===== src/common/coau_pkg.sv =====
// shared types and constants for the operand addressing unit
package coau_pkg;
   localparam int DATA_W = 8;
   localparam int ADDR_W = 16;
   localparam int BIT_SPACE = 256;
   localparam int BIT_RAM_COUNT = 128;
   localparam logic [7:0] BIT_RAM_BASE = 8'h20;
   localparam logic [7:0] SFR_BASE = 8'h80;
   localparam logic [7:0] DIRECT_MAX = 8'hFF;
   localparam logic [1:0] MULTI_CYCLES = 2'h2;

   // operand addressing modes
   typedef enum logic [2:0] {
      COAU_DIRECT,
      COAU_INDIRECT8,
      COAU_INDIRECT16,
      COAU_REGISTER,
      COAU_REGSPEC,
      COAU_IMMEDIATE,
      COAU_INDEXED,
      COAU_BIT
   } coau_mode_t;

   // instruction classes
   typedef enum logic [2:0] {
      COAU_ARITH,
      COAU_LOGIC,
      COAU_XFER,
      COAU_BOOL,
      COAU_BRANCH
   } coau_class_t;

   // target spaces
   typedef enum logic [2:0] {
      COAU_SP_NONE,
      COAU_SP_IRAM,
      COAU_SP_SFR,
      COAU_SP_XDATA,
      COAU_SP_CODE,
      COAU_SP_VALUE
   } coau_space_t;

   // decode request from the instruction stream
   typedef struct packed {
      coau_mode_t mode;
      coau_class_t iclass;
      logic [2:0] regNum;
      logic ptrSel;
      logic [7:0] field;
      logic [1:0] bank;
      logic twoCycle;
   } coau_req_t;

   // resolved operand
   typedef struct packed {
      coau_space_t space;
      logic [ADDR_W-1:0] addr;
      logic [DATA_W-1:0] value;
      logic [2:0] bitPos;
      logic isBit;
      coau_class_t iclass;
   } coau_opnd_t;
endpackage


===== src/logic/coau_operand_unit.sv =====
// operand address generation and decode
`timescale 1ns/1ps
// Notes on behaviour
// - direct mode takes an 8-bit address; reaches internal RAM or special registers only
// - 8-bit indirect reads address from general_reg_zero or general_reg_one
// - 16-bit indirect uses data_pointer as the full address
// - register mode picks one of eight registers in current bank
// - register-specific instructions use a fixed register, accumulator, no field decode
// - immediate mode passes the single 8-bit instruction field byte as the value
// - indexed mode reads program memory at data_pointer plus accumulator
// - bit mode selects one bit of a 256-location bit space
// - five instruction classes are accepted
// - instructions finish in one or two cycles
// - low 128 bit addresses map to RAM, rest to special register bits
module coau_operand_unit
   import coau_pkg::*;
(
   input wire logic ref_clk,
   input wire logic nrst,
   input wire logic reqValid,
   input wire coau_req_t req,
   input wire logic [DATA_W-1:0] accumulator,
   input wire logic [ADDR_W-1:0] data_pointer,
   input wire logic [DATA_W-1:0] regRdData,
   output logic [7:0] regRdAddr,
   output logic reqReady,
   output logic opndValid,
   output coau_opnd_t opnd,
   output logic illegal
);
   typedef enum logic [1:0] {COAU_IDLE, COAU_HOLD} coau_state_t;

   coau_state_t state;
   coau_state_t next_state;
   coau_req_t held;
   coau_req_t next_held;
   coau_opnd_t next_opnd;
   logic next_opndValid;
   logic next_illegal;

   // general register address in a bank: bank*8 + number
   function automatic logic [7:0] bankReg(input logic [1:0] bank, input logic [2:0] num);
      return {3'h0, bank, num};
   endfunction

   // bit address to byte address; bit position is the low three bits, taken outside
   function automatic logic [7:0] bitByte(input logic [7:0] bitAddr);
      logic [7:0] res;
      res = 8'h00;
      if (bitAddr < 8'(BIT_RAM_COUNT)) begin
         res = BIT_RAM_BASE + {3'h0, bitAddr[6:3]};
      end else begin
         res = {bitAddr[7:3], 3'h0};
      end
      return res;
   endfunction

   // register file read address drives pointer and register modes
   always_comb begin
      case (req.mode)
         COAU_INDIRECT8: regRdAddr = bankReg(req.bank, {2'h0, req.ptrSel});
         COAU_REGISTER: regRdAddr = bankReg(req.bank, req.regNum);
         default: regRdAddr = 8'h00;
      endcase
   end

   // two-cycle instructions stall the stream for one extra cycle
   assign reqReady = (state == COAU_IDLE);

   // decode next operand
   always_comb begin
      next_state = state;
      next_held = held;
      next_opnd = opnd;
      next_opndValid = 1'b0;
      next_illegal = 1'b0;
      if (state == COAU_HOLD) begin
         next_state = COAU_IDLE;
      end else if (reqValid) begin
         next_opndValid = 1'b1;
         next_held = req;
         next_opnd = '0;
         next_opnd.iclass = req.iclass;
         if (req.iclass > COAU_BRANCH) begin
            next_illegal = 1'b1;
            next_opndValid = 1'b0;
         end
         case (req.mode)
            COAU_DIRECT: begin
               next_opnd.addr = {8'h00, req.field};
               next_opnd.space = (req.field < SFR_BASE) ? COAU_SP_IRAM : COAU_SP_SFR;
            end
            COAU_INDIRECT8: begin
               next_opnd.addr = {8'h00, regRdData};
               next_opnd.space = COAU_SP_IRAM;
            end
            COAU_INDIRECT16: begin
               next_opnd.addr = data_pointer;
               next_opnd.space = COAU_SP_XDATA;
            end
            COAU_REGISTER: begin
               next_opnd.addr = {8'h00, bankReg(req.bank, req.regNum)};
               next_opnd.value = regRdData;
               next_opnd.space = COAU_SP_IRAM;
            end
            COAU_REGSPEC: begin
               next_opnd.value = accumulator;
               next_opnd.space = COAU_SP_VALUE;
            end
            COAU_IMMEDIATE: begin
               next_opnd.value = req.field;
               next_opnd.space = COAU_SP_VALUE;
            end
            COAU_INDEXED: begin
               next_opnd.addr = ADDR_W'(data_pointer + {8'h00, accumulator});
               next_opnd.space = COAU_SP_CODE;
            end
            COAU_BIT: begin
               next_opnd.isBit = 1'b1;
               next_opnd.bitPos = req.field[2:0];
               next_opnd.addr = {8'h00, bitByte(req.field)};
               next_opnd.space = (req.field < 8'(BIT_RAM_COUNT)) ? COAU_SP_IRAM : COAU_SP_SFR;
            end
            default: begin
               next_illegal = 1'b1;
               next_opndValid = 1'b0;
            end
         endcase
         if (req.twoCycle && next_opndValid) begin
            next_state = COAU_HOLD;
         end
      end
   end

   // state and output registers
   always_ff @(posedge ref_clk or negedge nrst) begin
      if (!nrst) begin
         state <= COAU_IDLE;
         held <= '0;
         opnd <= '0;
         opndValid <= 1'b0;
         illegal <= 1'b0;
      end else begin
         state <= next_state;
         held <= next_held;
         opnd <= next_opnd;
         opndValid <= next_opndValid;
         illegal <= next_illegal;
      end
   end

   property p_direct;
      @(posedge ref_clk) disable iff (!nrst)
      (reqReady && reqValid && req.mode == COAU_DIRECT) |=>
         (opnd.addr[15:8] == 8'h00) && (opnd.space inside {COAU_SP_IRAM, COAU_SP_SFR});
   endproperty
   a_direct: assert property (p_direct) else $error("direct operand out of space");

   property p_ind8;
      @(posedge ref_clk) disable iff (!nrst)
      (reqReady && reqValid && req.mode == COAU_INDIRECT8) |=>
         opnd.addr == {8'h00, $past(regRdData)} && $past(regRdAddr) == {3'h0, $past(req.bank), 2'h0, $past(req.ptrSel)};
   endproperty
   a_ind8: assert property (p_ind8) else $error("indirect pointer wrong");

   property p_ind16;
      @(posedge ref_clk) disable iff (!nrst)
      (reqReady && reqValid && req.mode == COAU_INDIRECT16) |=> opnd.addr == $past(data_pointer);
   endproperty
   a_ind16: assert property (p_ind16) else $error("data pointer address wrong");

   property p_reg;
      @(posedge ref_clk) disable iff (!nrst)
      (reqValid && req.mode == COAU_REGISTER) |-> regRdAddr == {3'h0, req.bank, req.regNum};
   endproperty
   a_reg: assert property (p_reg) else $error("register select wrong");

   // register contents come back through the same-cycle read port
   property p_regval;
      @(posedge ref_clk) disable iff (!nrst)
      (reqReady && reqValid && req.mode == COAU_REGISTER) |=> opnd.value == $past(regRdData);
   endproperty
   a_regval: assert property (p_regval) else $error("register value wrong");

   property p_acc;
      @(posedge ref_clk) disable iff (!nrst)
      (reqReady && reqValid && req.mode == COAU_REGSPEC) |=> opnd.value == $past(accumulator);
   endproperty
   a_acc: assert property (p_acc) else $error("implicit operand wrong");

   property p_imm;
      @(posedge ref_clk) disable iff (!nrst)
      (reqReady && reqValid && req.mode == COAU_IMMEDIATE) |=>
         opnd.value == $past(req.field) && opnd.space == COAU_SP_VALUE;
   endproperty
   a_imm: assert property (p_imm) else $error("immediate value wrong");

   property p_idx;
      @(posedge ref_clk) disable iff (!nrst)
      (reqReady && reqValid && req.mode == COAU_INDEXED) |=>
         opnd.space == COAU_SP_CODE && opnd.addr == 16'($past(data_pointer) + $past(accumulator));
   endproperty
   a_idx: assert property (p_idx) else $error("indexed address wrong");

   property p_bit;
      @(posedge ref_clk) disable iff (!nrst)
      (reqReady && reqValid && req.mode == COAU_BIT && req.field < 8'h80) |=>
         opnd.isBit && opnd.addr == 16'h0020 + $past(req.field[6:3]) && opnd.bitPos == $past(req.field[2:0]);
   endproperty
   a_bit: assert property (p_bit) else $error("bit ram mapping wrong");

   // only a legal class can start the stall, every mode is decoded
   property p_two;
      @(posedge ref_clk) disable iff (!nrst)
      (reqReady && reqValid && req.twoCycle && req.iclass <= COAU_BRANCH) |=> !reqReady ##1 reqReady;
   endproperty
   a_two: assert property (p_two) else $error("two cycle stall wrong");

   // nothing is taken while the stream is stalled
   property p_stall;
      @(posedge ref_clk) disable iff (!nrst)
      !reqReady |=> !opndValid && !illegal;
   endproperty
   a_stall: assert property (p_stall) else $error("request taken in stall");

   // an unknown class is flagged and never reaches the operand side
   property p_class;
      @(posedge ref_clk) disable iff (!nrst)
      (reqReady && reqValid && req.iclass > COAU_BRANCH) |=> illegal && !opndValid;
   endproperty
   a_class: assert property (p_class) else $error("bad class accepted");
endmodule


===== config.mk =====
export PLATFORM = sky130hd
export DESIGN_NAME = coau_operand_unit
export DESIGN_NICKNAME = d
export VERILOG_FILES = /design/src/common/coau_pkg.sv /design/src/logic/coau_operand_unit.sv
export SDC_FILE = /design/constraint.sdc
export NUM_CORES = 1
export LEC_CHECK = 0
export ABC_CLOCK_PERIOD_IN_PS = 1700
export BUFFER_PORTS_ARGS = -buffer_cell sky130_fd_sc_hd__buf_2
export CAP_MARGIN = 20
export CORE_ASPECT_RATIO = 1.25
export CORE_UTILIZATION = 50
export DETAILED_ROUTE_END_ITERATION = 16
export PLACE_DENSITY = 0.81
export SYNTH_ARGS = -nofsm -noshare
export SYNTH_HDL_FRONTEND = slang
export SYNTH_SLANG_ARGS = --single-unit

===== constraint.sdc =====
create_clock -name ref_clk -period 1.7 [get_ports ref_clk]
set_input_delay 0.17 -clock ref_clk [delete_from_list [all_inputs] [get_ports ref_clk]]
set_output_delay 0.17 -clock ref_clk [all_outputs]
set_load 0.02 [all_outputs]

==> results of run 1 <==
## per-stage QoR
stage / std cells / hold slack, ns / setup TNS [ns]
2_1_floorplan: 310 / -0.1256 / 0
3_3_place_gp: 469 / 0.2450 / -0.5920
3_5_place_dp: 469 / 0.2465 / -0.9356
4_1_cts: 476 / 0.09103 / 0
5_1_grt: 476 / 0.09725 / 0
6_report: 476 / 0.09324 / 0
## Yosys cell counts (all sizes together) (8+ instances only)
| cell | instances |
|---|---|
| mux2i | 8 |
| a22o | 22 |
| nor2 | 17 |
| nand2 | 41 |
| ha | 8 |
| buf | 17 |
| dfrtp | 37 |
| nor3 | 10 |
| a21oi | 10 |
| nand3 | 15 |
| nand4 | 10 |
| o21ai | 30 |
## worst min-delay path by stage
stage                     depth (start not counted)      end    start
after floorplan                                   0  illegal     nrst
after global placement                            2  opnd[8]     nrst
after detailed placement                          2  opnd[8]     nrst
after CTS                                         3  opnd[0]  req[15]
after global routing                              3  opnd[1]  req[16]
final                                             3  opnd[0]  req[15]
## worst min-delay path: stages
cell                      delay (ns)
sky130_fd_sc_hd__buf_2          0.08
sky130_fd_sc_hd__nand2_1        0.04
sky130_fd_sc_hd__nand2_1        0.05
## power by group
part	internal [W]	switching (W)
registers	0.000963	0.0000453
logic	0.000342	0.000504
clock network	0.000270	0.000306
total	0.00157	0.000855
## per-layer routing
layer / vias up / part of all wire [%]
met5: - / 0
met4: 0 / 2.6
met3: 20 / 5.6
met2: 127 / 50
met1: 1373 / 42
li1: 1372 / -
## flip-flops by register name, indices dropped and copies added, names as in the netlist
signal and flops:
illegal 1, opnd 34, opndValid 1, state 1
## cell families after synthesis
kind of cell             after synthesis  share of synthesized area, %
AO/OA/AOI/OAI                         96                         26.07
XOR/XNOR                               2                        0.6359
adder cells (fa/ha/maj)                9                         4.360
buffers and inverters                 28                         5.677
flip-flops                            37                         33.61
multiplexers                          12                         5.767
other                                  1                        0.1361
AND/OR/NAND/NOR                      123                         23.75
## timing repair
| action | in CTS | in global routing |
|---|---|---|
| hold buffers | 1 | 0 |
| setup buffers | 0 | 0 |
| endpoints found under the hold margin | 37 | 0 |
## layout make-up
type                       instances  share of cell area, %
clock inverter                     1                 0.1449
multi-input combinational        245                  48.66
timing repair buffer             120                  19.49
sequential                        37                  26.81
clock buffer                       5                  1.993
inverter                           6                 0.6522
tap                               62                  2.246
==> impl_results.md, run 1 <==
* Run status: complete, no violations
* Area leader, netlist: sky130_fd_sc_hd__dfrtp_1
* Worst Reg-to-Reg Cells at 5
* Number of global-route vias before repair at about 2700
* Fraction of final layout cells sized beyond drive strength 1 at 34.54%
* Antenna cells at 0
* Ports placed on the boundary at 101
* Clock network latency to the later pin of the worst-skew pair at about 0.29 ns
* Path class of the lowest-slack min-delay path: in -> reg
* Core Rows at 29
* Most common cell after layout, fill and taps aside: sky130_fd_sc_hd__buf_2
* GRT overflow at 0
* Number of buffers added by the clock tree synthesis step at 5
* Kind of critical path: in -> reg
* Fraction of synthesized cell area taken by the top area cell type at 33.61%
* Most frequent cells in the layout: sky130_fd_sc_hd__buf_2, sky130_fd_sc_hd__nand2_1, sky130_fd_sc_hd__dfrtp_1
* Share of synthesized registers carrying an async set or reset at 100.0%
* Last element of the critical path: opnd[23]
* Via density per instance at 6.076
* Peak per-stage delay on the critical path at 0.44 ns
* Ranking of synthesized cells by area: sky130_fd_sc_hd__dfrtp_1, sky130_fd_sc_hd__a22o_1, sky130_fd_sc_hd__nand2_1
* Total of flip-flops plus latches after synthesis at 37
* Required time of the worst setup path at 1.93 ns
* Ys Warns at 0
* Die span in y at 85.00 um
* Port buffer count at 97
* Element type at the critical path start: input pin
* Routed Antenna Nets at 0
* Fin worst setup slack at approximately 0.091 ns
* CTS sink count at 37
* Power Dens Cells at 703.5 nW/um^2
* Number of maximum-capacitance constraint violations at 0
* Startpoint of the most critical register-to-register path: state[0]
* Initial Utilization at 53.10%
* R2R Path End: opnd[28]
* Fillers at 453
* Register-to-register setup slack at 0.27 ns
* Crit path max fanout at 5
* Routability cong. at around 0.9
* Final period demand of the worst path at ~1.6 ns
* Residual DRC at 0
* CTS max path bufs at 2
* Transition at the pin with the smallest max-transition slack at 0.4997 ns
* Total design power at 0.002429 W
* Number of antenna violations at the first check in global routing at 0
* Die X-Extent at around 68 um
* Clock tree from TritonCTS: done
* Unrepaired setup endpoints after global routing: no
* CTS clock-pin slew for the worst setup and hold paths at 0.07 ns
* Pre-CTS worst setup slack at -0.2060 ns
* Initial DRC count at approximately 220
* Critical path depth at 9
* Multi-input logic area at 1680 um^2
* Gate count after technology mapping at 308
* Number of synthesized flops with an enable pin at 0
* Launching instance or port of the critical path: accumulator[0]
* Worst voltage drop across the vdd grid at roughly 380 uV
* Maximum number of pins on one net before global-route repair at 38
* Critical Path Sink Type: flop
* Wire length after detailed routing at between 7000 and 8000 um
* Number of distinct standard cells referenced by the synthesized netlist at 64
* Total die area at slightly below 6000 um^2
* Number of cells upsized or downsized after cts at 0
* Number of nets in the layout at 480
* CP Cell Sequence: buf_2 > ha_1 > inv_1 > fa_1 > nor2b_4 > o31a_4 > o311ai_4 > a2111o_1 > nand3_1
* First-pass iteration count of the detailed router at 5
* Sum of buffers and inverters on the critical path at 2
* Core utilization of the finished layout at 66.55%
* Netlist area before placement at 2755 um^2
* Global routing met1 resource utilization at 34.66%
* Critical-path cell with the highest stage delay: sky130_fd_sc_hd__fa_1
* Sequential-to-total area share from yosys stat at 33.61%
* Syn avg cell area at 8.945 um^2
* Relative area change from synthesis to final layout at 25.34%
* Global-route wire length before repair at 12350 um
* Leakage component of the power at about 1.8 nW
* Worst clock skew on the final layout at 0.01138 ns
* All-layer global routing usage at 27.98%
* Most common flop cell mapped by yosys: sky130_fd_sc_hd__dfrtp_1
* Post-Place Cell Area at 3369 um^2
* Arrival time at the worst endpoint at 1.84 ns
* Max Freq at a little over 600 MHz
* Register Area at 925.9 um^2
* Met3 Track Usage GR at under 10%
* Number of H-tree branching levels at 2
* Average wire per cell in the routed design at 16.57 um
* Floorplan core area at 5189 um^2
* GR Util met2 at 47.15%
* Root buffer cell: sky130_fd_sc_hd__clkbuf_8
* Peak-usage layer in the global routing report: met2
* Cell family with most CP delay: compound AO/OA/AOI/OAI gates
* Final setup viols at 0
* Max Slew Vio Count at 0
* Detail Placement HPWL at 6064 um
* Hold Violations, Final at 0
* Non-Filler Cell Area, Final at 3453 um^2
* Post-route fraction of the period consumed by the critical path at 94.64%
* DR vias at between 2000 and 3000
* Relative slew slack at around two thirds
No activity file was read; power rests on OpenSTA's default activity.
==> inputs of run 2 (changes only) <==
==> constraint.sdc (replaced) <==
create_clock -name ref_clk -period 1.7 [get_ports ref_clk]
set_input_delay 0.51 -clock ref_clk [delete_from_list [all_inputs] [get_ports ref_clk]]
set_output_delay 0.51 -clock ref_clk [all_outputs]
set_load 0.02 [all_outputs]
==> impl_results.md, run 2 (synthesis gave the netlist of run 1 again) <==
* CP Cell Sequence: buf_8 > ha_4 > inv_2 > fa_2 > nor2b_4 > o31a_4 > o311ai_4 > a2111o_1 > nand3_1
* Initial DRC count at 151 (-30%)
* Final setup viols at 8 (+8)
* Critical-path cell with the highest stage delay: sky130_fd_sc_hd__o311ai_4
* Fin worst setup slack at -0.1130 ns (-0.2040 ns)
* Routability cong. at 0.9051 (+0.82%)
* GRT overflow at 0 (unchanged)
* First-pass iteration count of the detailed router at 4 (-1)
* Detail Placement HPWL at 6367 um (+5.0%)
* Antenna cells at 0 (unchanged)
* CTS clock-pin slew for the worst setup and hold paths at 0.08 ns (about the same)
* Pre-CTS worst setup slack at -0.4487 ns (-0.2427 ns)
* Critical Path Sink Type: flop
* Hold Violations, Final at 0 (unchanged)
* Post-CTS Hold Fix Bufs at 0 (-1)
* Max Slew Vio Count at 0 (unchanged)
* Power share of the sequential group at 34.6% (-6.9 points)
* Total die area at 5813 um^2 (unchanged)
* Clock network latency to the later pin of the worst-skew pair at 0.29 ns (about the same)
* Net switching power figure at 0.0009433 W (+10%)
* Core utilization of the finished layout at 76.49% (+9.9 points)
* Fraction of final layout cells sized beyond drive strength 1 at 45.19% (+11 points)
* Largest register by flop count: opnd
* Relative slew slack at 61.79% (-4.8 points)
* Number of nets in the layout at 511 (+6.5%)
* Number of antenna violations at the first check in global routing at 0 (unchanged)
* Global-route wire length before repair at 13820 um (+12%)
* Power Dens Cells at 737.1 nW/um^2 (+4.8%)
* Core Rows at 29 (unchanged)
* Leakage component of the power at 1.973 nW (+12%)
* Part of the power in the clock network at 31.5% (+7.8 points)
* Die X-Extent at 68.40 um (unchanged)
* Max Freq at 551.6 MHz (-11%)
* Relative area change from synthesis to final layout at 44.05%
* Transition at the pin with the smallest max-transition slack at 0.5700 ns (+0.07031 ns)
* Number of global-route vias before repair at 3006 (+11%)
* Number of buffers added by the clock tree synthesis step at 5 (unchanged)
* Post-route fraction of the period consumed by the critical path at 106.6% (+12 points)
* Number of H-tree branching levels at 2 (unchanged)
* Most common cell after layout, fill and taps aside: sky130_fd_sc_hd__buf_2
* Most frequent cells in the layout: sky130_fd_sc_hd__buf_2, sky130_fd_sc_hd__buf_4, sky130_fd_sc_hd__nand2_1
* Initial Utilization at 53.10% (unchanged)
* DR vias at 3079 (+6.5%)
* Failing checks: setup timing
* Path class of the lowest-slack min-delay path: in -> async
* Element type at the critical path start: input pin
* Switching power share of the total at 32.24% (-2.9 points)
* Number of maximum-capacitance constraint violations at 0 (unchanged)
* Run status: complete, but fails checks
* Port buffer count at 97 (unchanged)
* Required time of the worst setup path at 1.88 ns (-0.05 ns)
* Maximum number of pins on one net before global-route repair at 38 (unchanged)
* Die span in y at 85.00 um (unchanged)
* Via density per instance at 6.049 (-0.44%)
* CTS sink count at 37 (unchanged)
* Comb pwr share at 33.9% (-0.9 points)
* Peak per-stage delay on the critical path at 0.32 ns (-0.12 ns)
* Unrepaired setup endpoints after global routing: yes
* Arrival time at the worst endpoint at 1.99 ns (+0.15 ns)
* Average wire per cell in the routed design at 17.66 um (+6.5%)
* Kind of critical path: in -> reg
* Clock tree from TritonCTS: done
* Routed Antenna Nets at 0 (unchanged)
* Worst hold slack across all endpoints at 0.1652 ns (+0.07196 ns)
* Floorplan core area at 5189 um^2 (unchanged)
* All-layer global routing usage at 31.67% (+3.7 points)
* Max FFs per register at 34 (unchanged)
* CTS max path bufs at 2 (unchanged)
* Internal Pwr Total at 0.001982 W (+26%)
* Wire length after detailed routing at 8987 um (+14%)
* Worst voltage drop across the vdd grid at 412.0 uV (+9.4%)
* Residual DRC at 0 (unchanged)
* Final period demand of the worst path at 1.813 ns (+0.2040 ns)
* Root buffer cell: sky130_fd_sc_hd__clkbuf_8
* Crit path max fanout at 5 (unchanged)
* Worst clock skew on the final layout at 0.004874 ns (-0.006502 ns)
* Ports placed on the boundary at 101 (unchanged)
[run 2: cell types whose count changed in the layout (fill, tap and decap cells not counted), sizes merged]
cell,delta
dlygate4sd3,-1
inv,-1
bufinv,+2
clkinvlp,+1
buf,+32
[run 2: path summary, 6_finish.rpt]
check / startpoint / to / slack (ns) / cells past startpoint
worst max-delay path: accumulator[0] / opnd[23] / -0.11 / 9
worst min-delay path: nrst / opnd[11] / 0.17 / 2
worst max register to register: state[0] / opnd[29] / 0.26 / 5
worst min register to register: opnd[33] / opnd[33] / 0.47 / 2
max in group asynchronous: nrst / opnd[10] / 1.33 / 2
min in group ref_clk: req[17] / opnd[2] / 0.41 / 3
[run 2: cell type report]
cell class	instances	area, um^2
Timing Repair Buffer	151	982.2
Tap cell	62	77.57
Sequential cell	37	925.9
Multi-Input combinational cell	245	1823
Clock inverter	3	65.06
Clock buffer	5	68.82
Fill cell	366	1220
Inverter	6	26.28
[run 2: what timing repair did]
item / in CTS / in global routing
resized for setup: 17 / 20
setup endpoints to repair: 10 / 15
pin swaps: 2 / 17
buffers inserted: 4 / 2
[run 2: critical path, delay by kind of cell]
kind                       cells  cell delay, ns
and+or+nand+nor                2            0.12
AOI/OAI and AO/OA              3            0.81
buffers and inverters          2            0.15
adders and majority gates      2            0.40
[run 2: routing by layer]
metal  up-vias  global-route usage [%]  share of wire [%]
met1      1452                   36.66                 37
met2       161                   55.17                 52
met4         0                   14.77                3.6
li1       1431                       -                  -
met5         -                       0                  0
met3        35                   4.704                6.6
[run 2: power groups by stage]
stage                     sequential, W  combinational, W  clock, W
after floorplan                 0.00112          0.000438         0
after global placement          0.00102          0.000901         0
after detailed placement        0.00102          0.000917         0
after CTS                       0.00101          0.000950  0.000929
after global routing            0.00102           0.00107  0.000969
final                           0.00101          0.000993  0.000922
[run 2: per-stage QoR]
| stage | cells | TNS (ns) | instance area [um^2] | power (W) |
|---|---|---|---|---|
| 3_5_place_dp | 495 | -6.549 | 3641 | 0.001942 |
| 5_1_grt | 509 | -0.7910 | 3969 | 0.003055 |
| 4_1_cts | 507 | -0.4469 | 3869 | 0.002888 |
| 2_1_floorplan | 310 | -1.055 | 2831 | 0.001563 |
| 6_report | 509 | -0.5247 | 3969 | 0.002926 |
| 3_3_place_gp | 495 | -5.911 | 3641 | 0.001922 |
